`src/rtl/scf_pkg.sv`:
```
package scf_pkg;

  // ---------------------------------------------------------------
  // clock and register bus
  // ---------------------------------------------------------------
  localparam int unsigned CLK_PERIOD_NS = 40;
  localparam int unsigned ADDR_W        = 4;
  localparam int unsigned DATA_W        = 32;

  localparam logic [3:0] SCR_OFS  = 4'h0;
  localparam logic [3:0] MASK_OFS = 4'h4;

  // ---------------------------------------------------------------
  // system control register layout
  // ---------------------------------------------------------------
  localparam int unsigned STANDBY_BIT  = 0;
  localparam int unsigned ARB_LL_BIT   = 1;
  localparam int unsigned WD_EN_BIT    = 2;
  localparam int unsigned WD_SEL_LSB   = 3;
  localparam int unsigned WD_SEL_W     = 2;
  localparam int unsigned FRZ_SEL_LSB  = 8;
  localparam int unsigned NUM_PERIPH   = 4;
  localparam int unsigned ST_STBY_BIT  = 16;
  localparam int unsigned ST_CPUD_BIT  = 17;
  localparam int unsigned ST_FRZ_BIT   = 18;
  localparam int unsigned ST_GNT_BIT   = 19;
  localparam int unsigned EVT_LSB      = 24;
  localparam int unsigned EVT_W        = 8;

  // event positions inside the top byte
  localparam int unsigned EV_WAKE    = 0;
  localparam int unsigned EV_FRZ_ON  = 1;
  localparam int unsigned EV_FRZ_OFF = 2;
  localparam int unsigned EV_CPU_DIS = 3;
  localparam int unsigned EV_WDOG    = 4;

  // peripheral slots for freeze select, hold and interrupts
  localparam int unsigned PER_MOVER  = 0;

  // ---------------------------------------------------------------
  // reset values
  // ---------------------------------------------------------------
  localparam logic [1:0] WD_SEL_RST  = 2'h3;
  localparam logic       WD_EN_RST   = 1'b1;
  localparam logic [3:0] FRZ_SEL_RST = 4'hf;
  localparam logic [7:0] MASK_RST    = 8'h00;

  // ---------------------------------------------------------------
  // bus watchdog timing
  // ---------------------------------------------------------------
  localparam int unsigned WD_BASE_NS  = 5120;
  localparam int unsigned WD_BASE_CYC = WD_BASE_NS / CLK_PERIOD_NS;
  localparam int unsigned WD_CNT_W    = 11;

  typedef enum logic [1:0] {
    SCF_MV_IDLE,
    SCF_MV_OWN,
    SCF_MV_DRAIN
  } scf_mover_e;

endpackage

```
`src/rtl/scf_sync.sv`:
```
`timescale 1ns/1ps
module scf_sync #(
  parameter int unsigned WIDTH = 1,
  parameter logic [WIDTH-1:0] RST_VAL = '0
) (
  input  wire logic             clk_i,
  input  wire logic             rst_n_i,
  input  wire logic [WIDTH-1:0] async_i,
  output logic      [WIDTH-1:0] sync_o
);

  // ---------------------------------------------------------------
  // two-stage synchroniser; the first stage feeds only the second
  // ---------------------------------------------------------------
  logic [WIDTH-1:0] meta_r;

  always_ff @(posedge clk_i or negedge rst_n_i) begin
    if (!rst_n_i) begin
      meta_r <= RST_VAL;
      sync_o <= RST_VAL;
    end else begin
      meta_r <= async_i;
      sync_o <= meta_r;
    end
  end

endmodule // scf_sync

```
`src/rtl/scf_system_control.sv`:
```
`timescale 1ns/1ps
module scf_system_control (
  input  wire logic        clk_i,
  input  wire logic        rst_n_i,
  // register port
  input  wire logic [3:0]  reg_addr_i,
  input  wire logic [31:0] reg_wdata_i,
  input  wire logic        reg_wr_i,
  input  wire logic        reg_rd_i,
  output logic      [31:0] reg_rdata_o,
  // pins
  input  wire logic        debug_hold_n_i,
  input  wire logic        ext_reset_n_i,
  input  wire logic        ext_halt_n_i,
  // on-chip peripherals
  input  wire logic [3:0]  periph_irq_i,
  output logic      [3:0]  periph_irq_o,
  output logic      [3:0]  periph_hold_o,
  // internal block mover
  input  wire logic        internal_block_mover_req_i,
  input  wire logic        internal_block_mover_cycle_i,
  output logic             internal_block_mover_grant_o,
  output logic             internal_block_mover_start_ok_o,
  // system bus
  input  wire logic        bus_cycle_i,
  output logic             bus_error_o,
  output logic             arb_low_latency_o,
  output logic             ext_master_sel_o,
  output logic             core_disable_o,
  output logic             core_clock_stop_o,
  output logic             irq_o
);

  // ---------------------------------------------------------------
  // state
  // ---------------------------------------------------------------
  typedef struct packed {
    logic                           standby;
    logic                           arb_ll;
    logic                           wd_en;
    logic [scf_pkg::WD_SEL_W-1:0]   wd_sel;
    logic [scf_pkg::NUM_PERIPH-1:0] frz_sel;
    logic [scf_pkg::EVT_W-1:0]      evt;
    logic [scf_pkg::EVT_W-1:0]      mask;
    logic                           cpu_dis;
    logic                           frozen_d;
    scf_pkg::scf_mover_e            mst;
    logic [scf_pkg::WD_CNT_W-1:0]   wd_cnt;
    logic                           wd_fired;
    logic [31:0]                    rdata;
    logic                           irq;
    logic [scf_pkg::NUM_PERIPH-1:0] hold;
    logic [scf_pkg::NUM_PERIPH-1:0] irq_out;
    logic                           grant;
    logic                           start_ok;
    logic                           bus_err;
  } scf_state_s;

  scf_state_s st_r;
  scf_state_s st_nxt;

  // ---------------------------------------------------------------
  // pin synchronisers
  // ---------------------------------------------------------------
  logic [2:0] pins_sync;
  logic       frozen;
  logic       ext_rst_act;
  logic       ext_halt_act;

  scf_sync #(
    .WIDTH   (3),
    .RST_VAL (3'h7)
  ) u_pin_sync (
    .clk_i   (clk_i),
    .rst_n_i (rst_n_i),
    .async_i ({ext_halt_n_i, ext_reset_n_i, debug_hold_n_i}),
    .sync_o  (pins_sync)
  );

  assign frozen       = ~pins_sync[0];
  assign ext_rst_act  = ~pins_sync[1];
  assign ext_halt_act = ~pins_sync[2];

  // ---------------------------------------------------------------
  // register decode
  // ---------------------------------------------------------------
  logic                           wr_scr;
  logic                           wr_mask;
  logic [scf_pkg::EVT_W-1:0]      evt_set;
  logic [scf_pkg::EVT_W-1:0]      evt_clr;
  logic [scf_pkg::NUM_PERIPH-1:0] hold_sel;
  logic [scf_pkg::NUM_PERIPH-1:0] irq_live;
  logic                           mover_frozen;
  logic [scf_pkg::WD_CNT_W-1:0]   wd_limit;
  logic [31:0]                    scr_view;

  assign wr_scr  = reg_wr_i && (reg_addr_i == scf_pkg::SCR_OFS);
  assign wr_mask = reg_wr_i && (reg_addr_i == scf_pkg::MASK_OFS);
  assign evt_clr = wr_scr ? reg_wdata_i[scf_pkg::EVT_LSB +: scf_pkg::EVT_W] : '0;

  // freeze only reaches the peripherals that software picked
  assign hold_sel     = frozen ? st_r.frz_sel : '0;
  assign irq_live     = periph_irq_i & ~hold_sel;
  assign mover_frozen = hold_sel[scf_pkg::PER_MOVER];

  // watchdog limit doubles for each step of the select field
  assign wd_limit = scf_pkg::WD_CNT_W'(scf_pkg::WD_BASE_CYC << st_r.wd_sel);

  always_comb begin
    scr_view = '0;
    scr_view[scf_pkg::STANDBY_BIT] = st_r.standby;
    scr_view[scf_pkg::ARB_LL_BIT]  = st_r.arb_ll;
    scr_view[scf_pkg::WD_EN_BIT]   = st_r.wd_en;
    scr_view[scf_pkg::WD_SEL_LSB +: scf_pkg::WD_SEL_W]     = st_r.wd_sel;
    scr_view[scf_pkg::FRZ_SEL_LSB +: scf_pkg::NUM_PERIPH]  = st_r.frz_sel;
    scr_view[scf_pkg::ST_STBY_BIT] = st_r.standby;
    scr_view[scf_pkg::ST_CPUD_BIT] = st_r.cpu_dis;
    scr_view[scf_pkg::ST_FRZ_BIT]  = frozen;
    scr_view[scf_pkg::ST_GNT_BIT]  = st_r.grant;
    scr_view[scf_pkg::EVT_LSB +: scf_pkg::EVT_W] = st_r.evt;
  end

  // ---------------------------------------------------------------
  // next state
  // ---------------------------------------------------------------
  always_comb begin
    st_nxt  = st_r;
    evt_set = '0;

    // control fields
    if (wr_scr) begin
      st_nxt.arb_ll  = reg_wdata_i[scf_pkg::ARB_LL_BIT];
      st_nxt.wd_en   = reg_wdata_i[scf_pkg::WD_EN_BIT];
      st_nxt.wd_sel  = reg_wdata_i[scf_pkg::WD_SEL_LSB +: scf_pkg::WD_SEL_W];
      st_nxt.frz_sel = reg_wdata_i[scf_pkg::FRZ_SEL_LSB +: scf_pkg::NUM_PERIPH];
      if (reg_wdata_i[scf_pkg::STANDBY_BIT]) begin
        st_nxt.standby = 1'b1;
      end
    end
    if (wr_mask) begin
      st_nxt.mask = reg_wdata_i[scf_pkg::EVT_LSB +: scf_pkg::EVT_W];
    end

    // a live peripheral interrupt ends standby, even one raised
    // in the cycle that software asks for it
    if ((st_r.standby || (wr_scr && reg_wdata_i[scf_pkg::STANDBY_BIT])) && (|irq_live)) begin
      st_nxt.standby = 1'b0;
      evt_set[scf_pkg::EV_WAKE] = st_r.standby;
    end

    // core disable is sampled only while the external reset is held
    if (ext_rst_act) begin
      st_nxt.cpu_dis = ext_halt_act;
      if (ext_halt_act && !st_r.cpu_dis) begin
        evt_set[scf_pkg::EV_CPU_DIS] = 1'b1;
      end
    end

    // freeze edges
    st_nxt.frozen_d = frozen;
    if (frozen && !st_r.frozen_d) begin
      evt_set[scf_pkg::EV_FRZ_ON] = 1'b1;
    end
    if (!frozen && st_r.frozen_d) begin
      evt_set[scf_pkg::EV_FRZ_OFF] = 1'b1;
    end

    // bus watchdog: one report per stuck cycle
    st_nxt.bus_err = 1'b0;
    if (!st_r.wd_en || !bus_cycle_i) begin
      st_nxt.wd_cnt   = '0;
      st_nxt.wd_fired = 1'b0;
    end else if (!st_r.wd_fired) begin
      if (st_r.wd_cnt >= wd_limit - 1'b1) begin
        st_nxt.wd_fired = 1'b1;
        st_nxt.bus_err  = 1'b1;
        evt_set[scf_pkg::EV_WDOG] = 1'b1;
      end else begin
        st_nxt.wd_cnt = st_r.wd_cnt + 1'b1;
      end
    end

    // sticky events: a set in the clearing cycle survives
    st_nxt.evt = (st_r.evt & ~evt_clr) | evt_set;

    // block mover bus ownership
    unique case (st_r.mst)
      scf_pkg::SCF_MV_IDLE: begin
        // no new ownership while frozen; resumes on release
        if (internal_block_mover_req_i && !mover_frozen) begin
          st_nxt.mst = scf_pkg::SCF_MV_OWN;
        end
      end
      scf_pkg::SCF_MV_OWN: begin
        if (mover_frozen) begin
          // let the cycle already on the bus finish first; start_ok still shows the
          // unfrozen value on this edge, so a cycle may be launched right now as well
          st_nxt.mst = (internal_block_mover_cycle_i || (st_r.start_ok && internal_block_mover_req_i))
                       ? scf_pkg::SCF_MV_DRAIN
                       : scf_pkg::SCF_MV_IDLE;
        end else if (!internal_block_mover_req_i) begin
          st_nxt.mst = scf_pkg::SCF_MV_IDLE;
        end
      end
      scf_pkg::SCF_MV_DRAIN: begin
        if (!internal_block_mover_cycle_i) begin
          st_nxt.mst = scf_pkg::SCF_MV_IDLE;
        end
      end
    endcase
    st_nxt.grant    = (st_nxt.mst != scf_pkg::SCF_MV_IDLE);
    // grant may linger through a drain, but no fresh cycle may start
    st_nxt.start_ok = (st_nxt.mst == scf_pkg::SCF_MV_OWN) && !mover_frozen;

    // peripheral hold and gated interrupts
    st_nxt.hold    = hold_sel;
    st_nxt.irq_out = irq_live;

    // register read data, valid in the cycle after the strobe
    st_nxt.rdata = '0;
    if (reg_rd_i) begin
      unique case (reg_addr_i)
        scf_pkg::SCR_OFS:  st_nxt.rdata = scr_view;
        scf_pkg::MASK_OFS: st_nxt.rdata = {st_r.mask, 24'h000000};
        default:           st_nxt.rdata = '0;
      endcase
    end

    st_nxt.irq = |(st_nxt.evt & st_nxt.mask);
  end

  // ---------------------------------------------------------------
  // state register
  // ---------------------------------------------------------------
  always_ff @(posedge clk_i or negedge rst_n_i) begin
    if (!rst_n_i) begin
      st_r.standby  <= 1'b0;
      st_r.arb_ll   <= 1'b0;
      st_r.wd_en    <= scf_pkg::WD_EN_RST;
      st_r.wd_sel   <= scf_pkg::WD_SEL_RST;
      st_r.frz_sel  <= scf_pkg::FRZ_SEL_RST;
      st_r.evt      <= '0;
      st_r.mask     <= scf_pkg::MASK_RST;
      st_r.cpu_dis  <= 1'b0;
      st_r.frozen_d <= 1'b0;
      st_r.mst      <= scf_pkg::SCF_MV_IDLE;
      st_r.wd_cnt   <= '0;
      st_r.wd_fired <= 1'b0;
      st_r.rdata    <= '0;
      st_r.irq      <= 1'b0;
      st_r.hold     <= '0;
      st_r.irq_out  <= '0;
      st_r.grant    <= 1'b0;
      st_r.start_ok <= 1'b0;
      st_r.bus_err  <= 1'b0;
    end else begin
      st_r <= st_nxt;
    end
  end

  // ---------------------------------------------------------------
  // outputs, all straight from the state register
  // ---------------------------------------------------------------
  assign reg_rdata_o                     = st_r.rdata;
  assign periph_irq_o                    = st_r.irq_out;
  assign periph_hold_o                   = st_r.hold;
  assign internal_block_mover_grant_o    = st_r.grant;
  assign internal_block_mover_start_ok_o = st_r.start_ok;
  assign bus_error_o                     = st_r.bus_err;
  assign arb_low_latency_o               = st_r.arb_ll;
  // core disabled hands the bus and peripherals to the outside master
  assign ext_master_sel_o                = st_r.cpu_dis;
  assign core_disable_o                  = st_r.cpu_dis;
  assign core_clock_stop_o               = st_r.standby;
  assign irq_o                           = st_r.irq;

endmodule // scf_system_control

```
`config.mk`:
```
export PLATFORM = sky130hd
export DESIGN_NAME = scf_system_control
export DESIGN_NICKNAME = d
export VERILOG_FILES = /design/src/rtl/scf_pkg.sv /design/src/rtl/scf_sync.sv /design/src/rtl/scf_system_control.sv
export SDC_FILE = /design/constraint.sdc
export NUM_CORES = 1
export LEC_CHECK = 0
export BUFFER_PORTS_ARGS = -buffer_cell sky130_fd_sc_hd__buf_2
export CAP_MARGIN = 20
export CORE_ASPECT_RATIO = 2
export CORE_MARGIN = 4
export CORE_UTILIZATION = 45
export CTS_BUF_LIST = sky130_fd_sc_hd__clkbuf_8 sky130_fd_sc_hd__clkbuf_16
export CTS_CLUSTER_SIZE = 14
export DETAILED_ROUTE_END_ITERATION = 12
export PLACE_DENSITY = 0.7
export SLEW_MARGIN = 20
export SYNTH_ARGS = -nofsm -noshare
export SYNTH_HDL_FRONTEND = slang
export SYNTH_SLANG_ARGS = --single-unit
```
`constraint.sdc`:
```
create_clock -name clk_i -period 6.3 [get_ports clk_i]
set_input_delay 0.315 -clock clk_i [delete_from_list [all_inputs] [get_ports clk_i]]
set_output_delay 0.315 -clock clk_i [all_outputs]
set_load 0.03 [all_outputs]
```
==> results.md, run 1 <==
- Status: completed
- H-tree depth: 3
- Crit Reg-Reg Startpoint: scr_view[3]
- Die ar.: 9918 sq um
- Worst vdd ir: 0.1850 mV
- # IOs: 98
- Die H: 136.9 um
- Post-synthesis cell type count: 55
- Average wire per cell in the routed design: 15.33 um
- Largest net degree at the start of global routing: 80
- Hold crit path type: input port to register
- Post-synthesis sequential area ratio: 53.31%
- ANT cells: 0
- Fin nets: 426
- P&R area growth vs syn: 12.62%
- Critical Path RT: 6.55 ns
- Hold-fix buffers, CTS: 0
- Clock latency on the worst-skew pair: 0.33 ns
- Post-synth ARST share: 100.0%
- Initial drt markers: 87
- Initial Util: 46.73%
- Footprint of the multi-input gates: 1391 sq um
- Worst clock skew: 0.008530 ns
- Filler cells: 736
- Final wirelength: 7.206 mm
- Port Buffer Count: 71
- Final Hold Fails: 0
- Max FO, Critical Path: 10
- Storage element area: 1993 sq um
- Setup TNS: 0 ns
- Cell Area, Synth: 3739 sq um
- FF-to-FF path depth: 7
- Post-synth EDFFs: 0
- Fin crit share: 33.01%
- CTS Root Cell: clkbuf_16
- Critical Path Sink: st_r[55]
- Vias in the first global route: 2,590
- Gate Count Post-Synth: 329
- All-Layer GR Usage: 16.03%
- CTS tree: yes
- PostCTS Resize Cnt: 0
- Pleak: 2.048 nW
- Fmax: 480.8 MHz
- R2r setup slk: 4.22 ns
- DR DRC count: 0
- Post-placement worst setup slack: 3.897 ns
- Power Density: 315.6 nW/um^2
- Clock sink total: 79
- CP Launch Point: scr_view[3]
- Initial antenna violation count: 1
- Hold path depth: 1
- Row count: 46
- Layout cells sized above 1: 33.96%
- RSZ-0062 raised after global routing: no
- Final Slew Violations: 0
- Global-route wire length before repair: 12.08 mm
- GPL Wtd Cong: 0.8106
- Pin slew with the least headroom to its limit: 0.9674 ns
- Max clock buf depth: 2
- Postcts setup bufs: 0
- Die extent in x: 72.45 um
- Core ar.: 8000 sq um
- Clock Pin Slew Worst Setup and Hold Paths: 0.06 ns
- RR Endpoint: st_r[55]
- Max-slew headroom: 35.50%
- Yosys warnings: 0
- Hpwl dp: 5.255 mm
- CTS Buf Count: 9
- Vias per Instance: 5.153
- Synthesis-stage register bit count: 79
- Remaining Overflow, GRT: 0
- CP endpoint kind: register
- Critical path arrival: 2.33 ns
- Mean Syn Cell Area: 11.36 sq um
- Setup ws final: 4.220 ns
- Worst setup path class: register to register
- Ys flop type: dfrtp_1
- Setup violations, final: 0
- Max Cap Viol: 0
- Startpoint types: register
- Drt pass-1 iters: 4
- Min Tclk post-route: 2.080 ns
- DRT antenna net count: 0
- Via count: 2,422
## power breakdown
| part | leakage, nW | internal (mW) | switching, mW | total [mW] |
|---|---|---|---|---|
| Combinational | 0.891 | 0.0791 | 0.131 | 0.210 |
| Sequential | 1.00 | 0.568 | 0.0325 | 0.600 |
| Clock | 0.154 | 0.325 | 0.194 | 0.519 |
## sequential cells by signal (all words and copies together) (netlist names)
name,flops
st_r,23
reg_rdata_o,20
scr_view,15
periph_hold_o,4
periph_irq_o,4
u_pin_sync.meta_r,3
u_pin_sync.sync_o,3
arb_low_latency_o,1
bus_error_o,1
core_clock_stop_o,1
core_disable_o,1
internal_block_mover_grant_o,1
internal_block_mover_start_ok_o,1
irq_o,1
## cells in the final DEF (no fill, tap or decap), types with 2 or more instances in the layout
| cell type | netlist | routed |
|---|---|---|
| buf_2 | 6 | 70 |
| dfrtp_1 | 66 | 66 |
| nor2_1 | 29 | 29 |
| nand2_1 | 15 | 15 |
| dfstp_2 | 13 | 13 |
| inv_1 | 10 | 12 |
| conb_1 | 2 | 12 |
| mux2i_1 | 11 | 11 |
| mux2_2 | 11 | 11 |
| and2_1 | 9 | 9 |
| xnor2_1 | 9 | 9 |
| clkbuf_16 | 0 | 9 |
| nand4_1 | 7 | 7 |
| nor3_1 | 7 | 7 |
| nand3_1 | 7 | 7 |
| nor4_2 | 7 | 7 |
| ha_1 | 7 | 7 |
| a21oi_1 | 6 | 6 |
| nor2b_1 | 5 | 5 |
| nand2b_1 | 4 | 4 |
| o21ai_0 | 4 | 4 |
| o211ai_1 | 4 | 4 |
| a21boi_1 | 3 | 3 |
| or2_1 | 3 | 3 |
| o21ai_1 | 4 | 3 |
| a21o_1 | 2 | 2 |
| nor4b_2 | 2 | 2 |
| a21boi_0 | 2 | 2 |
| a22oi_1 | 2 | 2 |
| and4_1 | 2 | 2 |
| clkbuf_8 | 0 | 2 |
| buf_4 | 42 | 2 |
## worst max-delay path: stages (launching register included)
cell and delay (ns):
dfstp_2 0.55, nand2_1 0.06, ha_1 0.28, nand2_1 0.07, o21ai_2 0.57, nor3_4 0.10
nand4_1 0.18, mux2i_1 0.20
## final cells by class
| class | instances | area share (%) |
|---|---|---|
| flip-flops and latches | 79 | 47.34 |
| multi-input cells | 197 | 33.05 |
| repair buffers | 72 | 8.678 |
| clock buffers | 11 | 6.003 |
| well taps | 96 | 2.853 |
| clock inverters | 5 | 1.189 |
| inverters | 10 | 0.8915 |
## cell families after synthesis
family | count (synthesis) | share of synthesized area [%]
xor+xnor | 9 | 2.109
simple gates | 105 | 16.53
other cells | 2 | 0.2009
flops | 79 | 53.31
compound gates | 41 | 8.200
buf+inv | 63 | 10.74
mux | 23 | 6.560
fa+ha+maj | 7 | 2.343
## layer usage
metal	wire (um)	global-route usage (%)	share of wire, %	vias up
li1	-	-	-	1164
met1	2589	16.25	36	1181
met2	4011	28.88	56	58
met3	399	5.074	5.5	17
met4	193	7.803	2.7	2
met5	12	0	0.17	-
## synth_stat cells (2+ instances only)
cell type	number	area share, %
mux2i_1	11	2.9
ha_1	7	2.3
or2_1	3	0.50
nor4_2	7	2.3
a21o_1	2	0.40
a21boi_0	2	0.40
nor3_1	7	0.94
mux2_2	11	3.3
nand2_1	15	1.5
conb_1	2	0.20
o21ai_0	4	0.54
a21boi_1	3	0.60
a21oi_1	6	0.80
nand4_1	7	1.2
nand3_1	7	0.94
nor2b_1	5	0.84
o21ai_1	4	0.54
inv_1	10	1.0
nor2_1	29	2.9
nor4b_2	2	0.80
buf_4	42	8.4
nand2b_1	4	0.67
buf_2	6	0.80
a22oi_1	2	0.40
and4_1	2	0.47
and2_1	9	1.5
clkbuf_1	4	0.40
o211ai_1	4	0.80
dfstp_2	13	9.1
dfrtp_1	66	44
xnor2_1	9	2.1
## worst min path at each step
stage	slack (ns)	endpoint	from
after floorplan	0.02	arb_low_latency_o	rst_n_i
after global placement	0.35	u_pin_sync.sync_o[2]	u_pin_sync.meta_r[2]
after detailed placement	0.35	u_pin_sync.sync_o[1]	u_pin_sync.meta_r[1]
after CTS	0.07	u_pin_sync.meta_r[1]	ext_reset_n_i
after global routing	0.07	u_pin_sync.meta_r[2]	ext_halt_n_i
final	0.08	u_pin_sync.meta_r[1]	ext_reset_n_i
## stage by stage
step | utilization (%) | power (mW) | cell area, sq um | hold WS, ns | cells
after CTS | 52.58 | 1.343 | 4207 | 0.06885 | 470
after global routing | 52.63 | 1.390 | 4210 | 0.06931 | 470
after floorplan | - | 0.7681 | 3776 | 0.01941 | 339
after global placement | 48.80 | 0.8118 | 3904 | 0.3461 | 454
after detailed placement | 48.80 | 0.8214 | 3904 | 0.3475 | 454
final | 52.63 | 1.329 | 4210 | 0.08275 | 470
(Power assumes the default switching activity.)
==> run 2: changes to the inputs <==
PLACE_DENSITY = 0.72   (was 0.7)
clock period = 1.7 ns   (was 6.3 ns; I/O delays follow)
==> run 2 against run 1 <==
  * The flow now finishes with violations (negative setup slack)
  * Combinational power rose to 4.4 times the previous value
  * Wire length rose by 12%
  * First-iteration DRC count grew 79%
  * Critical endpoint unchanged
  * Highest routed layer is now met4
==> results.md, run 2 (synthesis gave the netlist of run 1 again) <==
- Failing checks: negative setup slack
- Startpoint types: register (unchanged)
- CTS Root Cell: clkbuf_16 (unchanged)
- Max FO, Critical Path: 5 (was 10)
- Initial drt markers: 156 (was 87)
- Setup ws final: -0.3215 ns (was 4.220 ns)
- Vias per Instance: 5.151 (was 5.153)
- # IOs: 98 (unchanged)
- Max FFs per register: 23 (unchanged)
- Final wirelength: 8.092 mm (was 7.206 mm)
- Hpwl dp: 6.035 mm (was 5.255 mm)
- Global-route wire length before repair: 13.39 mm (was 12.08 mm)
- Final Hold Fails: 0 (unchanged)
- Vias in the first global route: 2,872 (was 2,590)
- Power Density: 1047 nW/um^2 (was 315.6 nW/um^2)
- Clock sink total: 79 (unchanged)
- Largest Register: st_r (unchanged)
- DR DRC count: 0 (unchanged)
- Remaining Overflow, GRT: 0 (unchanged)
- Core ar.: 8000 sq um (unchanged)
- GPL Wtd Cong: 0.8321 (was 0.8106)
- Final Slew Violations: 0 (unchanged)
- Port Buffer Count: 71 (unchanged)
- Worst setup path class: register to register (unchanged)
- Die extent in x: 72.45 um (unchanged)
- H-tree depth: 3 (unchanged)
- Most common cell after layout, fill and taps aside: buf_2 (unchanged)
- Row count: 46 (unchanged)
- Placed Cells: 488 (was 454)
- Initial antenna violation count: 0 (was 1)
- ANT cells: 0 (unchanged)
- Status: complete, but fails checks (was completed)
- Layout cells sized above 1: 39.91% (was 33.96%)
- Pleak: 2.304 nW (was 2.048 nW)
- Die ar.: 9918 sq um (unchanged)
- Fin nets: 478 (was 426)
- Via count: 2,689 (was 2,422)
- CP endpoint kind: register (unchanged)
- Filler cells: 671 (was 736)
- Final Cell Area: 4710 sq um (was 4210 sq um)
- Clock Pin Slew Worst Setup and Hold Paths: 0.05 ns (was 0.06 ns)
- Critical path arrival: 2.28 ns (was 2.33 ns)
- DRT antenna net count: 0 (unchanged)
- Die H: 136.9 um (unchanged)
- Worst vdd ir: 0.8000 mV (was 0.1850 mV)
- Final Util: 58.87% (was 52.63%)
- Initial Util: 46.73% (unchanged)
- Max clock buf depth: 2 (unchanged)
- CTS tree: yes (unchanged)
- Average wire per cell in the routed design: 15.50 um (was 15.33 um)
- Max Cap Viol: 0 (unchanged)
- Pin slew with the least headroom to its limit: 0.5226 ns (was 0.9674 ns)
- Fin crit share: 118.9% (was 33.01%)
- Fin cells: 522 (was 470)
- Setup violations, final: 15 (was 0)
- Max-slew headroom: 65.16% (was 35.50%)
- Drt pass-1 iters: 4 (unchanged)
- Clock latency on the worst-skew pair: 0.33 ns (about the same)
- Largest net degree at the start of global routing: 35 (was 80)
- Worst clock skew: 0.003565 ns (was 0.008530 ns)
- Hold crit path type: input port to register (unchanged)
- Critical Path RT: 1.96 ns (was 6.55 ns)
- Commonest non-fill, non-tap cells in the layout: 70 x buf_2, 66 x dfrtp_1, 36 x buf_4 (was 70 x buf_2, 66 x dfrtp_1, 29 x nor2_1)
- RSZ-0062 raised after global routing: yes (was no)
- All-Layer GR Usage: 17.67% (was 16.03%)
- Fmax: 494.7 MHz (was 480.8 MHz)
- Min Tclk post-route: 2.021 ns (was 2.080 ns)
- Cell Area, Placed: 4220 sq um (was 3904 sq um)
- P&R area growth vs syn: 25.97% (was 12.62%)
- CTS Buf Count: 9 (unchanged)
run 2: cell count changes in the layout (fill, tap and decap cells not counted), moves of 2 or more:
cell,before,now
buf_4,2,36
ha_4,0,2
dlygate4sd3_1,0,15
ha_1,7,5
buf_12,0,3
run 2: what timing repair did:
action                                  CTS  global route
buffers inserted                          3             0
hold buffers                             15             0
cloned                                    1             0
hold endpoints to repair                 40             0
gates resized for setup                   5             5
pin swaps                                 6             7
endpoints found under the setup margin   15            16
run 2: metal layers:
| layer | vias to the layer above | GRT usage [%] | routed length, um |
|---|---|---|---|
| met5 | - | 0 | 0 |
| met4 | 0 | 10.27 | 349 |
| met3 | 26 | 3.676 | 317 |
| met2 | 70 | 32.23 | 4647 |
| met1 | 1322 | 18.02 | 2778 |
| li1 | 1271 | - | - |
run 2: final timing paths:
check | to | cells past startpoint | from | slack (ns)
max reg2reg | st_r[55] | 8 | scr_view[4] | -0.32
max | st_r[55] | 8 | scr_view[4] | -0.32
min reg2reg | u_pin_sync.sync_o[1] | 0 | u_pin_sync.meta_r[1] | 0.36
min in group asynchronous | st_r[47] | 2 | rst_n_i | 0.24
max in group asynchronous | u_pin_sync.sync_o[1] | 3 | rst_n_i | 0.84
min | periph_irq_o[0] | 2 | periph_irq_i[0] | 0.009
run 2: layout make-up:
class                   count  area, sq um  area share, %
clock buffers              12        266.5          5.659
clock inverters             4        21.27         0.4516
inverters                  10        37.54         0.7970
multi-input cells         197         1440          30.58
flip-flops and latches     79         1993          42.32
well taps                  96        120.1          2.550
repair buffers            124        830.8          17.64
run 2: worst max-delay path, stage by stage, from the launching register on:
cell and delay (ns):
dfstp_2 0.55, nand2_2 0.07, ha_4 0.27, nand4_1 0.11
nor4bb_2 0.34, buf_4 0.23, nor3_4 0.06, nand4_1 0.13
mux2i_1 0.19
run 2: power breakdown:
group | total [mW] | leakage (nW) | internal [mW] | switching [mW]
registers | 2.22 | 1.00 | 2.11 | 0.119
clock network | 1.78 | 0.151 | 1.10 | 0.687
logic | 0.925 | 1.15 | 0.376 | 0.548
total | 4.93 | 2.30 | 3.58 | 1.35
run 2: stage by stage:
step | hold WS, ns | setup WS, ns | TNS [ns] | power, mW
finish | 0.008842 | -0.3215 | -4.001 | 4.931
global route | 0.01699 | -0.4120 | -5.417 | 5.185
CTS | 0.003389 | -0.3294 | -4.232 | 4.955
detailed placement | 0.06164 | -0.3161 | -3.608 | 3.125
global placement | 0.05643 | -0.2371 | -2.815 | 3.083
floorplan | -0.2106 | -0.1212 | -1.205 | 2.855
